===== config.mk =====
export PLATFORM = sky130hd
export DESIGN_NAME = nbc_host
export DESIGN_NICKNAME = d
export VERILOG_FILES = /design/src/hw/nbc_pkg.sv /design/src/hw/nbc_addr_split.sv /design/src/hw/nbc_host.sv
export VERILOG_INCLUDE_DIRS = /design/src /design/src/hw
export SDC_FILE = /design/constraint.sdc
export NUM_CORES = 1
export LEC_CHECK = 0
export BUFFER_PORTS_ARGS = -buffer_cell sky130_fd_sc_hd__buf_2
export CAP_MARGIN = 30
export CORE_MARGIN = 2
export CORE_UTILIZATION = 38
export CTS_CLUSTER_DIAMETER = 200
export DETAILED_ROUTE_END_ITERATION = 16
export PLACE_DENSITY = 0.64
export SLEW_MARGIN = 20
export SYNTH_ARGS = -nofsm -noshare
export SYNTH_HDL_FRONTEND = slang
export SYNTH_SLANG_ARGS = --single-unit

===== constraint.sdc =====
create_clock -name i_clk -period 3.85 [get_ports i_clk]
set_input_delay 0.385 -clock i_clk [delete_from_list [all_inputs] [get_ports i_clk]]
set_output_delay 0.385 -clock i_clk [all_outputs]
set_load 0.03 [all_outputs]

===== src/hw/nbc_params.svh =====
/*
 * Constants of the NAND bus host: command codes, address cycle layout
 * and strobe timing counts.
 * Assumes a 100 MHz system clock; included by bare name.
 */
`ifndef NBC_PARAMS_SVH
`define NBC_PARAMS_SVH

// -----------------------------------------------------------------
// Command codes
// -----------------------------------------------------------------
`define NBC_CMD_READ        8'h00
`define NBC_CMD_READ_CONF   8'h30
`define NBC_CMD_CB_READ     8'h35
`define NBC_CMD_CACHE_RAND  8'h31
`define NBC_CMD_CACHE_END   8'h3F
`define NBC_CMD_ROUT        8'h05
`define NBC_CMD_ROUT_CONF   8'hE0
`define NBC_CMD_READ_ID     8'h90
`define NBC_CMD_STATUS      8'h70
`define NBC_CMD_EDC_STATUS  8'h7B
`define NBC_CMD_RESET       8'hFF
`define NBC_CMD_PROG        8'h80
`define NBC_CMD_RAND_IN     8'h85
`define NBC_CMD_PROG_CONF   8'h10
`define NBC_CMD_DUMMY_CONF  8'h11
`define NBC_CMD_PLANE2      8'h81
`define NBC_CMD_ERASE       8'h60
`define NBC_CMD_ERASE_CONF  8'hD0

// -----------------------------------------------------------------
// Address cycles
// -----------------------------------------------------------------
`define NBC_ADDR_CYCLES     3'd5
`define NBC_ADDR_W          29

// -----------------------------------------------------------------
// Strobe timing (each phase of a strobe pulse)
// -----------------------------------------------------------------
`define NBC_CLK_NS          10
`define NBC_STROBE_NS       30
`define NBC_STROBE_CYC      ((`NBC_STROBE_NS + `NBC_CLK_NS - 1) / `NBC_CLK_NS)

`endif


===== src/hw/nbc_pkg.sv =====
/*
 * Types of the NAND bus host.
 * Assumes nothing of its surroundings.
 */
package nbc_pkg;

    // Kind of one bus cycle requested by the user
    typedef enum logic [2:0] {
        NBC_OP_CMD   = 3'b000,
        NBC_OP_ADDR  = 3'b001,
        NBC_OP_WDATA = 3'b010,
        NBC_OP_RDATA = 3'b011,
        NBC_OP_ADDR5 = 3'b100
    } nbc_op_t;

    // Strobe sequencer states
    typedef enum logic [1:0] {
        NBC_ST_IDLE = 2'b00,
        NBC_ST_LOW  = 2'b01,
        NBC_ST_HIGH = 2'b10
    } nbc_state_t;

endpackage


===== src/hw/nbc_addr_split.sv =====
/*
 * Address cycle splitter: maps a flat address and a cycle index onto
 * the low I/O lines for byte or word organization.
 * Assumes index 0..4; unused lines are forced low.
 */
`timescale 1ns/10ps
`include "nbc_params.svh"

module nbc_addr_split (
    // Selection
    input  wire logic [`NBC_ADDR_W-1:0] i_addr,
    input  wire logic [2:0]             i_idx,
    input  wire logic                   i_wide,
    // Cycle value
    output logic      [7:0]             o_byte
);

    // -----------------------------------------------------------------
    // Byte and word maps
    // -----------------------------------------------------------------
    logic [7:0] byte_map;
    logic [7:0] word_map;

    // Byte-wide map: 8,4,8,8,1 bits
    always_comb begin
        unique case (i_idx)
            3'd0:    byte_map = i_addr[7:0];
            3'd1:    byte_map = {4'h0, i_addr[11:8]};
            3'd2:    byte_map = i_addr[19:12];
            3'd3:    byte_map = i_addr[27:20];
            3'd4:    byte_map = {7'h00, i_addr[28]};
            default: byte_map = 8'h00;
        endcase
    end

    // Word-wide map: 8,3,8,8,1 bits
    always_comb begin
        unique case (i_idx)
            3'd0:    word_map = i_addr[7:0];
            3'd1:    word_map = {5'h00, i_addr[10:8]};
            3'd2:    word_map = i_addr[18:11];
            3'd3:    word_map = i_addr[26:19];
            3'd4:    word_map = {7'h00, i_addr[27]};
            default: word_map = 8'h00;
        endcase
    end

    assign o_byte = i_wide ? word_map : byte_map;

endmodule


===== src/hw/nbc_host.sv =====
/*
 * NAND bus host: drives chip select, latch selects, write and read
 * strobes and the shared I/O bus, one bus cycle per user request, five for NBC_OP_ADDR5.
 * Assumes the flash pins are synchronous to i_clk; the busy line is
 * open drain and pulled up outside, read here as a plain input.
 */
`timescale 1ns/10ps
`include "nbc_params.svh"

// Behaviour
// - Chip select high means standby; host drives it low only in cycles.
// - Byte mode sends five address cycles 8,4,8,8,1 bits, rest low.
// - Word mode sends 8,3,8,8,1 bits; upper lines low always.
// - Program, copy-back, two-plane and erase sequences use listed codes.
// - Read, cache, random output, ID, status, reset codes are listed.
// - Command/address cycle: one latch select, read strobe high, protect.
// - Data out: both latches low, write strobe high, read strobe toggles.
// - During program only status and reset commands are accepted.
// - Commands and addresses always sit on the low eight lines.
module nbc_host (
    // Clock and reset
    input  wire logic               i_clk,
    input  wire logic               i_rst_b,
    // User request
    input  wire logic               i_req,
    input  wire logic [2:0]         i_op,
    input  wire logic [15:0]        i_data,
    input  wire logic [`NBC_ADDR_W-1:0] i_addr,
    input  wire logic               i_wide,
    input  wire logic               i_protect,
    output logic                    o_ready,
    // User answer
    output logic                    o_done,
    output logic [15:0]             o_rdata,
    output logic                    o_busy,
    output logic                    o_refused,
    // Flash pins
    output logic                    o_ce_b,
    output logic                    o_cle,
    output logic                    o_ale,
    output logic                    o_write_strobe_n,
    output logic                    o_read_strobe_n,
    output logic                    o_wp_b,
    input  wire logic [15:0]        i_io,
    output logic [15:0]             o_io,
    output logic [15:0]             o_io_oe,
    input  wire logic               i_rb
);

    // -----------------------------------------------------------------
    // State
    // -----------------------------------------------------------------
    nbc_pkg::nbc_state_t state_ff, nxt_state;
    nbc_pkg::nbc_op_t    op_ff;
    logic [2:0]   cnt_ff;
    logic [2:0]   aidx_ff;
    logic [15:0]  dout_ff;
    logic [15:0]  rdata_ff;
    logic         done_ff;
    logic         refused_ff;
    logic         wide_ff;
    logic         prog_busy_ff;
    logic         rb_ff;
    logic [`NBC_ADDR_W-1:0] addr_ff;
    logic [7:0]   abyte;

    // Modify-starting command test, used once, by the protect check
    function automatic logic nbc_is_modify(input logic [7:0] c);
        nbc_is_modify = (c == `NBC_CMD_PROG) || (c == `NBC_CMD_RAND_IN) ||
                        (c == `NBC_CMD_PLANE2) || (c == `NBC_CMD_ERASE) ||
                        (c == `NBC_CMD_PROG_CONF) ||
                        (c == `NBC_CMD_DUMMY_CONF) ||
                        (c == `NBC_CMD_ERASE_CONF);
    endfunction

    // -----------------------------------------------------------------
    // Request decode
    // -----------------------------------------------------------------
    wire       idle      = (state_ff == nbc_pkg::NBC_ST_IDLE);
    wire       is_cmd    = (i_op == 3'(nbc_pkg::NBC_OP_CMD));
    wire       cmd_ok    = (i_data[7:0] == `NBC_CMD_STATUS) ||
                           (i_data[7:0] == `NBC_CMD_RESET);
    // Only status and reset pass while a program runs
    wire       blk_busy  = is_cmd && prog_busy_ff && !cmd_ok;
    // Modify without protect release is refused locally
    wire       blk_wp    = is_cmd && nbc_is_modify(i_data[7:0]) &&
                           !i_protect;
    wire       blk_op    = (i_op > 3'(nbc_pkg::NBC_OP_ADDR5));
    wire       take      = i_req && idle;
    wire       accept    = take && !blk_busy && !blk_wp && !blk_op;
    wire       cnt_end   = (cnt_ff == 3'(`NBC_STROBE_CYC - 1));
    wire       is_read   = (op_ff == nbc_pkg::NBC_OP_RDATA);
    wire       is_addr5  = (op_ff == nbc_pkg::NBC_OP_ADDR5);
    wire       last_addr = (aidx_ff == 3'(`NBC_ADDR_CYCLES - 1));
    wire       high_end  = (state_ff == nbc_pkg::NBC_ST_HIGH) && cnt_end;
    wire       finish    = high_end && (!is_addr5 || last_addr);

    // Address cycle value on the low lines
    nbc_addr_split u_split (
        .i_addr (addr_ff),
        .i_idx  (aidx_ff),
        .i_wide (wide_ff),
        .o_byte (abyte)
    );

    // -----------------------------------------------------------------
    // Strobe sequencer
    // -----------------------------------------------------------------
    always_comb begin
        nxt_state = state_ff;
        unique case (state_ff)
            nbc_pkg::NBC_ST_IDLE:
                if (accept) begin
                    nxt_state = nbc_pkg::NBC_ST_LOW;
                end
            nbc_pkg::NBC_ST_LOW:
                if (cnt_end) begin
                    nxt_state = nbc_pkg::NBC_ST_HIGH;
                end
            nbc_pkg::NBC_ST_HIGH:
                if (finish) begin
                    nxt_state = nbc_pkg::NBC_ST_IDLE;
                end else if (high_end) begin
                    nxt_state = nbc_pkg::NBC_ST_LOW;
                end
            default: nxt_state = nbc_pkg::NBC_ST_IDLE;
        endcase
    end

    // State and phase counter
    always_ff @(posedge i_clk or negedge i_rst_b) begin
        if (!i_rst_b) begin
            state_ff <= nbc_pkg::NBC_ST_IDLE;
            cnt_ff   <= 3'h0;
        end else begin
            state_ff <= nxt_state;
            cnt_ff   <= (nxt_state != state_ff) ? 3'h0 : cnt_ff + 3'h1;
        end
    end

    // Address cycle index steps at the end of each write strobe high phase but the last
    always_ff @(posedge i_clk or negedge i_rst_b) begin
        if (!i_rst_b) begin
            aidx_ff <= 3'h0;
        end else if (accept) begin
            aidx_ff <= 3'h0;
        end else if (high_end && is_addr5 && !last_addr) begin
            aidx_ff <= aidx_ff + 3'h1;
        end
    end

    // Request capture
    always_ff @(posedge i_clk or negedge i_rst_b) begin
        if (!i_rst_b) begin
            op_ff   <= nbc_pkg::NBC_OP_CMD;
            dout_ff <= 16'h0000;
            addr_ff <= '0;
            wide_ff <= 1'b0;
        end else if (accept) begin
            op_ff   <= nbc_pkg::nbc_op_t'(i_op);
            // Commands and addresses keep upper lines low
            dout_ff <= (is_cmd || !i_wide ||
                        i_op == 3'(nbc_pkg::NBC_OP_ADDR))
                       ? {8'h00, i_data[7:0]} : i_data;
            addr_ff <= i_addr;
            wide_ff <= i_wide;
        end
    end

    // Read data sampled at the end of the low phase
    always_ff @(posedge i_clk or negedge i_rst_b) begin
        if (!i_rst_b) begin
            rdata_ff <= 16'h0000;
        end else if (is_read && (state_ff == nbc_pkg::NBC_ST_LOW) &&
                     cnt_end) begin
            rdata_ff <= wide_ff ? i_io : {8'h00, i_io[7:0]};
        end
    end

    // Answer pulses and program-busy tracking
    always_ff @(posedge i_clk or negedge i_rst_b) begin
        if (!i_rst_b) begin
            done_ff      <= 1'b0;
            refused_ff   <= 1'b0;
            prog_busy_ff <= 1'b0;
            rb_ff        <= 1'b1;
        end else begin
            done_ff    <= finish;
            refused_ff <= take && !accept;
            rb_ff      <= i_rb;
            // Confirm starts busy; ready or reset ends it
            if (accept && is_cmd &&
                ((i_data[7:0] == `NBC_CMD_PROG_CONF) ||
                 (i_data[7:0] == `NBC_CMD_ERASE_CONF))) begin
                prog_busy_ff <= 1'b1;
            end else if (accept && is_cmd &&
                         (i_data[7:0] == `NBC_CMD_RESET)) begin
                prog_busy_ff <= 1'b0;
            // Device turns busy only after the confirm strobe, so ready
            // counts only once the cycle is over
            end else if (rb_ff && i_rb && idle && !done_ff) begin
                prog_busy_ff <= 1'b0;
            end
        end
    end

    // -----------------------------------------------------------------
    // Pin drive
    // -----------------------------------------------------------------
    wire active  = !idle;
    wire wr_kind = active && !is_read;
    wire lowph   = (state_ff == nbc_pkg::NBC_ST_LOW);

    // Chip select low only inside a cycle
    assign o_ce_b = !active;
    // Exactly one latch select for command or address
    assign o_cle  = active && (op_ff == nbc_pkg::NBC_OP_CMD);
    assign o_ale  = active && (is_addr5 || op_ff == nbc_pkg::NBC_OP_ADDR);
    // Write strobe rises at phase change while data holds
    assign o_write_strobe_n = !(wr_kind && lowph);
    // Read strobe stays high in write cycles
    assign o_read_strobe_n  = !(active && is_read && lowph);
    assign o_wp_b  = i_protect;
    // Bus is driven only in write-type cycles, released otherwise
    assign o_io    = is_addr5 ? {8'h00, abyte} : dout_ff;
    assign o_io_oe = wr_kind ? (wide_ff ? 16'hFFFF : 16'h00FF) : 16'h0000;
    assign o_ready   = idle;
    assign o_done    = done_ff;
    assign o_rdata   = rdata_ff;
    assign o_busy    = !i_rb;
    assign o_refused = refused_ff;
endmodule


==> out/metrics.cfg <==
[global_routing]
grt_start_max_net_pins=78
grt_overflow=0
grtUsageTotal_pct=16.3
grt_pass1_wl_um=14500
grt_pass1_vias=3000
use_met3_pct=5.03
met2_usage_pct=26.1
use_met1_pct=20.9
busiest_layer=met2
antenna_found_initial=0

[worst_setup_path]
crit_arrival_ps=2560
critPathKind=reg -> out
cp_max_fo=10
cpMaxStageDelayCell=o41ai_1
start_kind=register
max_stage_delay_ps=760
crit_required_ps=3460
end_kind=output pin
cp_common_cell=ha_1
cp_num_buf_inv=2
crit_chain=ha_1, ha_1, o41ai_1, clkbuf_1, o21ai_0, buf_2
cp_top_family=compound AO/OA/AOI/OAI gates

[sta]
max_freq_mhz=340
setup_viol=0
rsz0062_at_grt=false
fin_worst_skew_ps=4.27
post-route-period-util_pct=76.5
slew_headroom_pct=40.4
period_minus_slack_ps=2940
worstMarginPinSlew_ps=891
slew_viol_final=0
fin_setup_tns_ps=0
hold_viol=4
whs_ps=-4.73

[power]
p_comb_share_pct=50.1
peakVddDrop_mv=0.355
power.share.switching_pct=43.6
power_frac_clock_pct=16.1
power_switching_mw=1.86
p_int_mw=2.41
power.density_mw_per_mm2=891
seqPwrFrac_pct=33.8
leakagePower_nw=2.34

[clock_network]
cts_tree=yes
cts_buffer_depth=2
clk_pin_slew_worst_paths_ps=80
clock_sinks=77
cts_buffers=9
cts_resized=0
root_buffer=clkbuf_8
hold_buffers=0
cts_setup_buffers=0
htree_levels=3
clk_latency_ps=340

[floorplan]
die_area_mm2=0.0113
die_w_um=106
num_rows=37
io_pins=128
coreArea_mm2=0.0102
die_h_um=106
start_util_pct=38.8

[placed_design]
placedCellCount=582
hpwl_um=6300
port-buffer-count=127
gp_congestion=0.792

[final_layout]
regArea_mm2=0.00193
layout_common_cells=buf_2, dfrtp_1, nand2_1
finalNonFillerCells=600
num_antenna_cells=0
multi_input_area_mm2=0.00174
syn2layout_area_growth_pct=20.8
drive_above_1_share_pct=42.0
fill_cells=984
layout_commonest_cell=buf_2
final_util_pct=46.8
finalNetCount=536

[synthesis]
ys_seq_area_share_pct=48.6
synth_fa_ha_area_share_pct=2.46
syn-num-nets=425
synth_area_per_cell_um2=11.4
yosysWarnings=0
netlist_instances=348
syn_area_mm2=0.00397
yosys_register_bits=77
synth_top_area_share_pct=48.0
async_flop_share_pct=100
yosys.cell_types.count=42
synth_compound_area_share_pct=9.31
synth.mux.area_fraction_pct=20.1
synth_top_family_by_area=multiplexers
synth_simple_gate_area_share_pct=10.8
synth_area_leaders=dfrtp_1, mux2_4, nand2_1
synth-xor-area-share_pct=0.884
synth_top_area_cell=dfrtp_1
synth_edf_count=0
synth_flop_cell=dfrtp_1

[run]
drv_cap=0

[detailed_routing]
firstDrtPassIters=6
ant_nets=0
drt_iter0_drc=99
via_count=2908
via_per_inst=4.85
wire_per_inst_um=14.7
drt-total-wl_um=8820
drc=0

[run_status]
violations=negative hold slack
run_status=finished with violations

[hold_path]
min_path_type=in -> async

-- cells by family (layout without fill, tap and decap cells) --
logic type,after synthesis,after routing
buffers and inverters,46,162
multiplexers,60,60
flip-flops,77,77
adder cells (fa/ha/maj),8,8
AO/OA/AOI/OAI,57,57
AND/OR/NAND/NOR,96,96
XOR/XNOR,4,4
-- final timing paths --
| check | cells past startpoint | slack [ps] | start | to |
|---|---|---|---|---|
| setup / recovery | 6 | 910 | aidx_ff[1]$_DFFE_PN0P_ | o_io[6] |
| hold / removal | 1 | -5 | i_rst_b | addr_ff[22]$_DFFE_PN0P_ |
| setup reg to reg | 5 | 1210 | state_ff[0]$_DFF_PN0_ | dout_ff[15]$_DFFE_PN0P_ |
| hold reg to reg | 1 | 480 | cnt_ff[0]$_DFF_PN0_ | cnt_ff[0]$_DFF_PN0_ |
| max in group asynchronous | 2 | 3270 | i_rst_b | dout_ff[12]$_DFFE_PN0P_ |
| min in group i_clk | 1 | 150 | i_rb | rb_ff$_DFF_PN1_ |
-- area by class of cell --
class	count	share of cell area (%)
clock buffer	12	3.24
tap	136	3.55
clock inverter	4	1.46
inverter	16	1.25
sequential	77	40.3
multi-input combinational	225	36.2
timing repair buffer	130	14.0
-- Yosys cell counts, types with 2 or more instances --
cell	instances
nand3_1	7
ha_1	7
nor3_1	7
xnor2_1	4
o21ai_0	22
a21oi_1	9
a221oi_1	7
dfrtp_1	76
inv_1	16
buf_4	17
mux2_2	12
mux2_4	36
and3_1	2
nor2_1	21
a22oi_1	6
nand2_1	43
nand4_1	2
mux2i_1	12
nor2b_1	6
a22o_1	4
clkbuf_1	7
buf_12	4
o22ai_1	2
-- registers in the layout (all words and copies together), names as in the netlist --
| register | cells |
|---|---|
| o_refused | 1 |
| rb_ff | 1 |
| aidx_ff | 3 |
| wide_ff | 1 |
| o_rdata | 16 |
| addr_ff | 29 |
| state_ff | 2 |
| o_done | 1 |
| dout_ff | 16 |
| cnt_ff | 3 |
| op_ff | 3 |
| prog_busy_ff | 1 |
-- power groups by stage --
| stage | registers, mW | logic (mW) | clock network (mW) |
|---|---|---|---|
| 3_3_place_gp | 1.44 | 2.11 | 0 |
| 6_report | 1.44 | 2.14 | 0.686 |
| 3_5_place_dp | 1.45 | 2.14 | 0 |
| 5_1_grt | 1.50 | 2.29 | 0.749 |
| 2_1_floorplan | 1.53 | 1.66 | 0 |
| 4_1_cts | 1.45 | 2.15 | 0.710 |
-- routing by layer --
layer  routed length [um]  up-vias
li1                     -     1419
met1                 3920     1391
met2                 4250       86
met3                  507       12
met4                  148        0
met5                    0        -
-- metrics by stage --
stage	area (um^2)	hold slack, ps	setup slack [ps]	total power [mW]
floorplan	3970	89.4	1280	3.18
global placement	4540	458	1340	3.55
detailed placement	4540	474	1060	3.59
CTS	4760	131	670	4.30
global route	4790	12.0	749	4.53
finish	4790	-4.73	905	4.27
No activity file was read; power rests on OpenSTA's default activity.
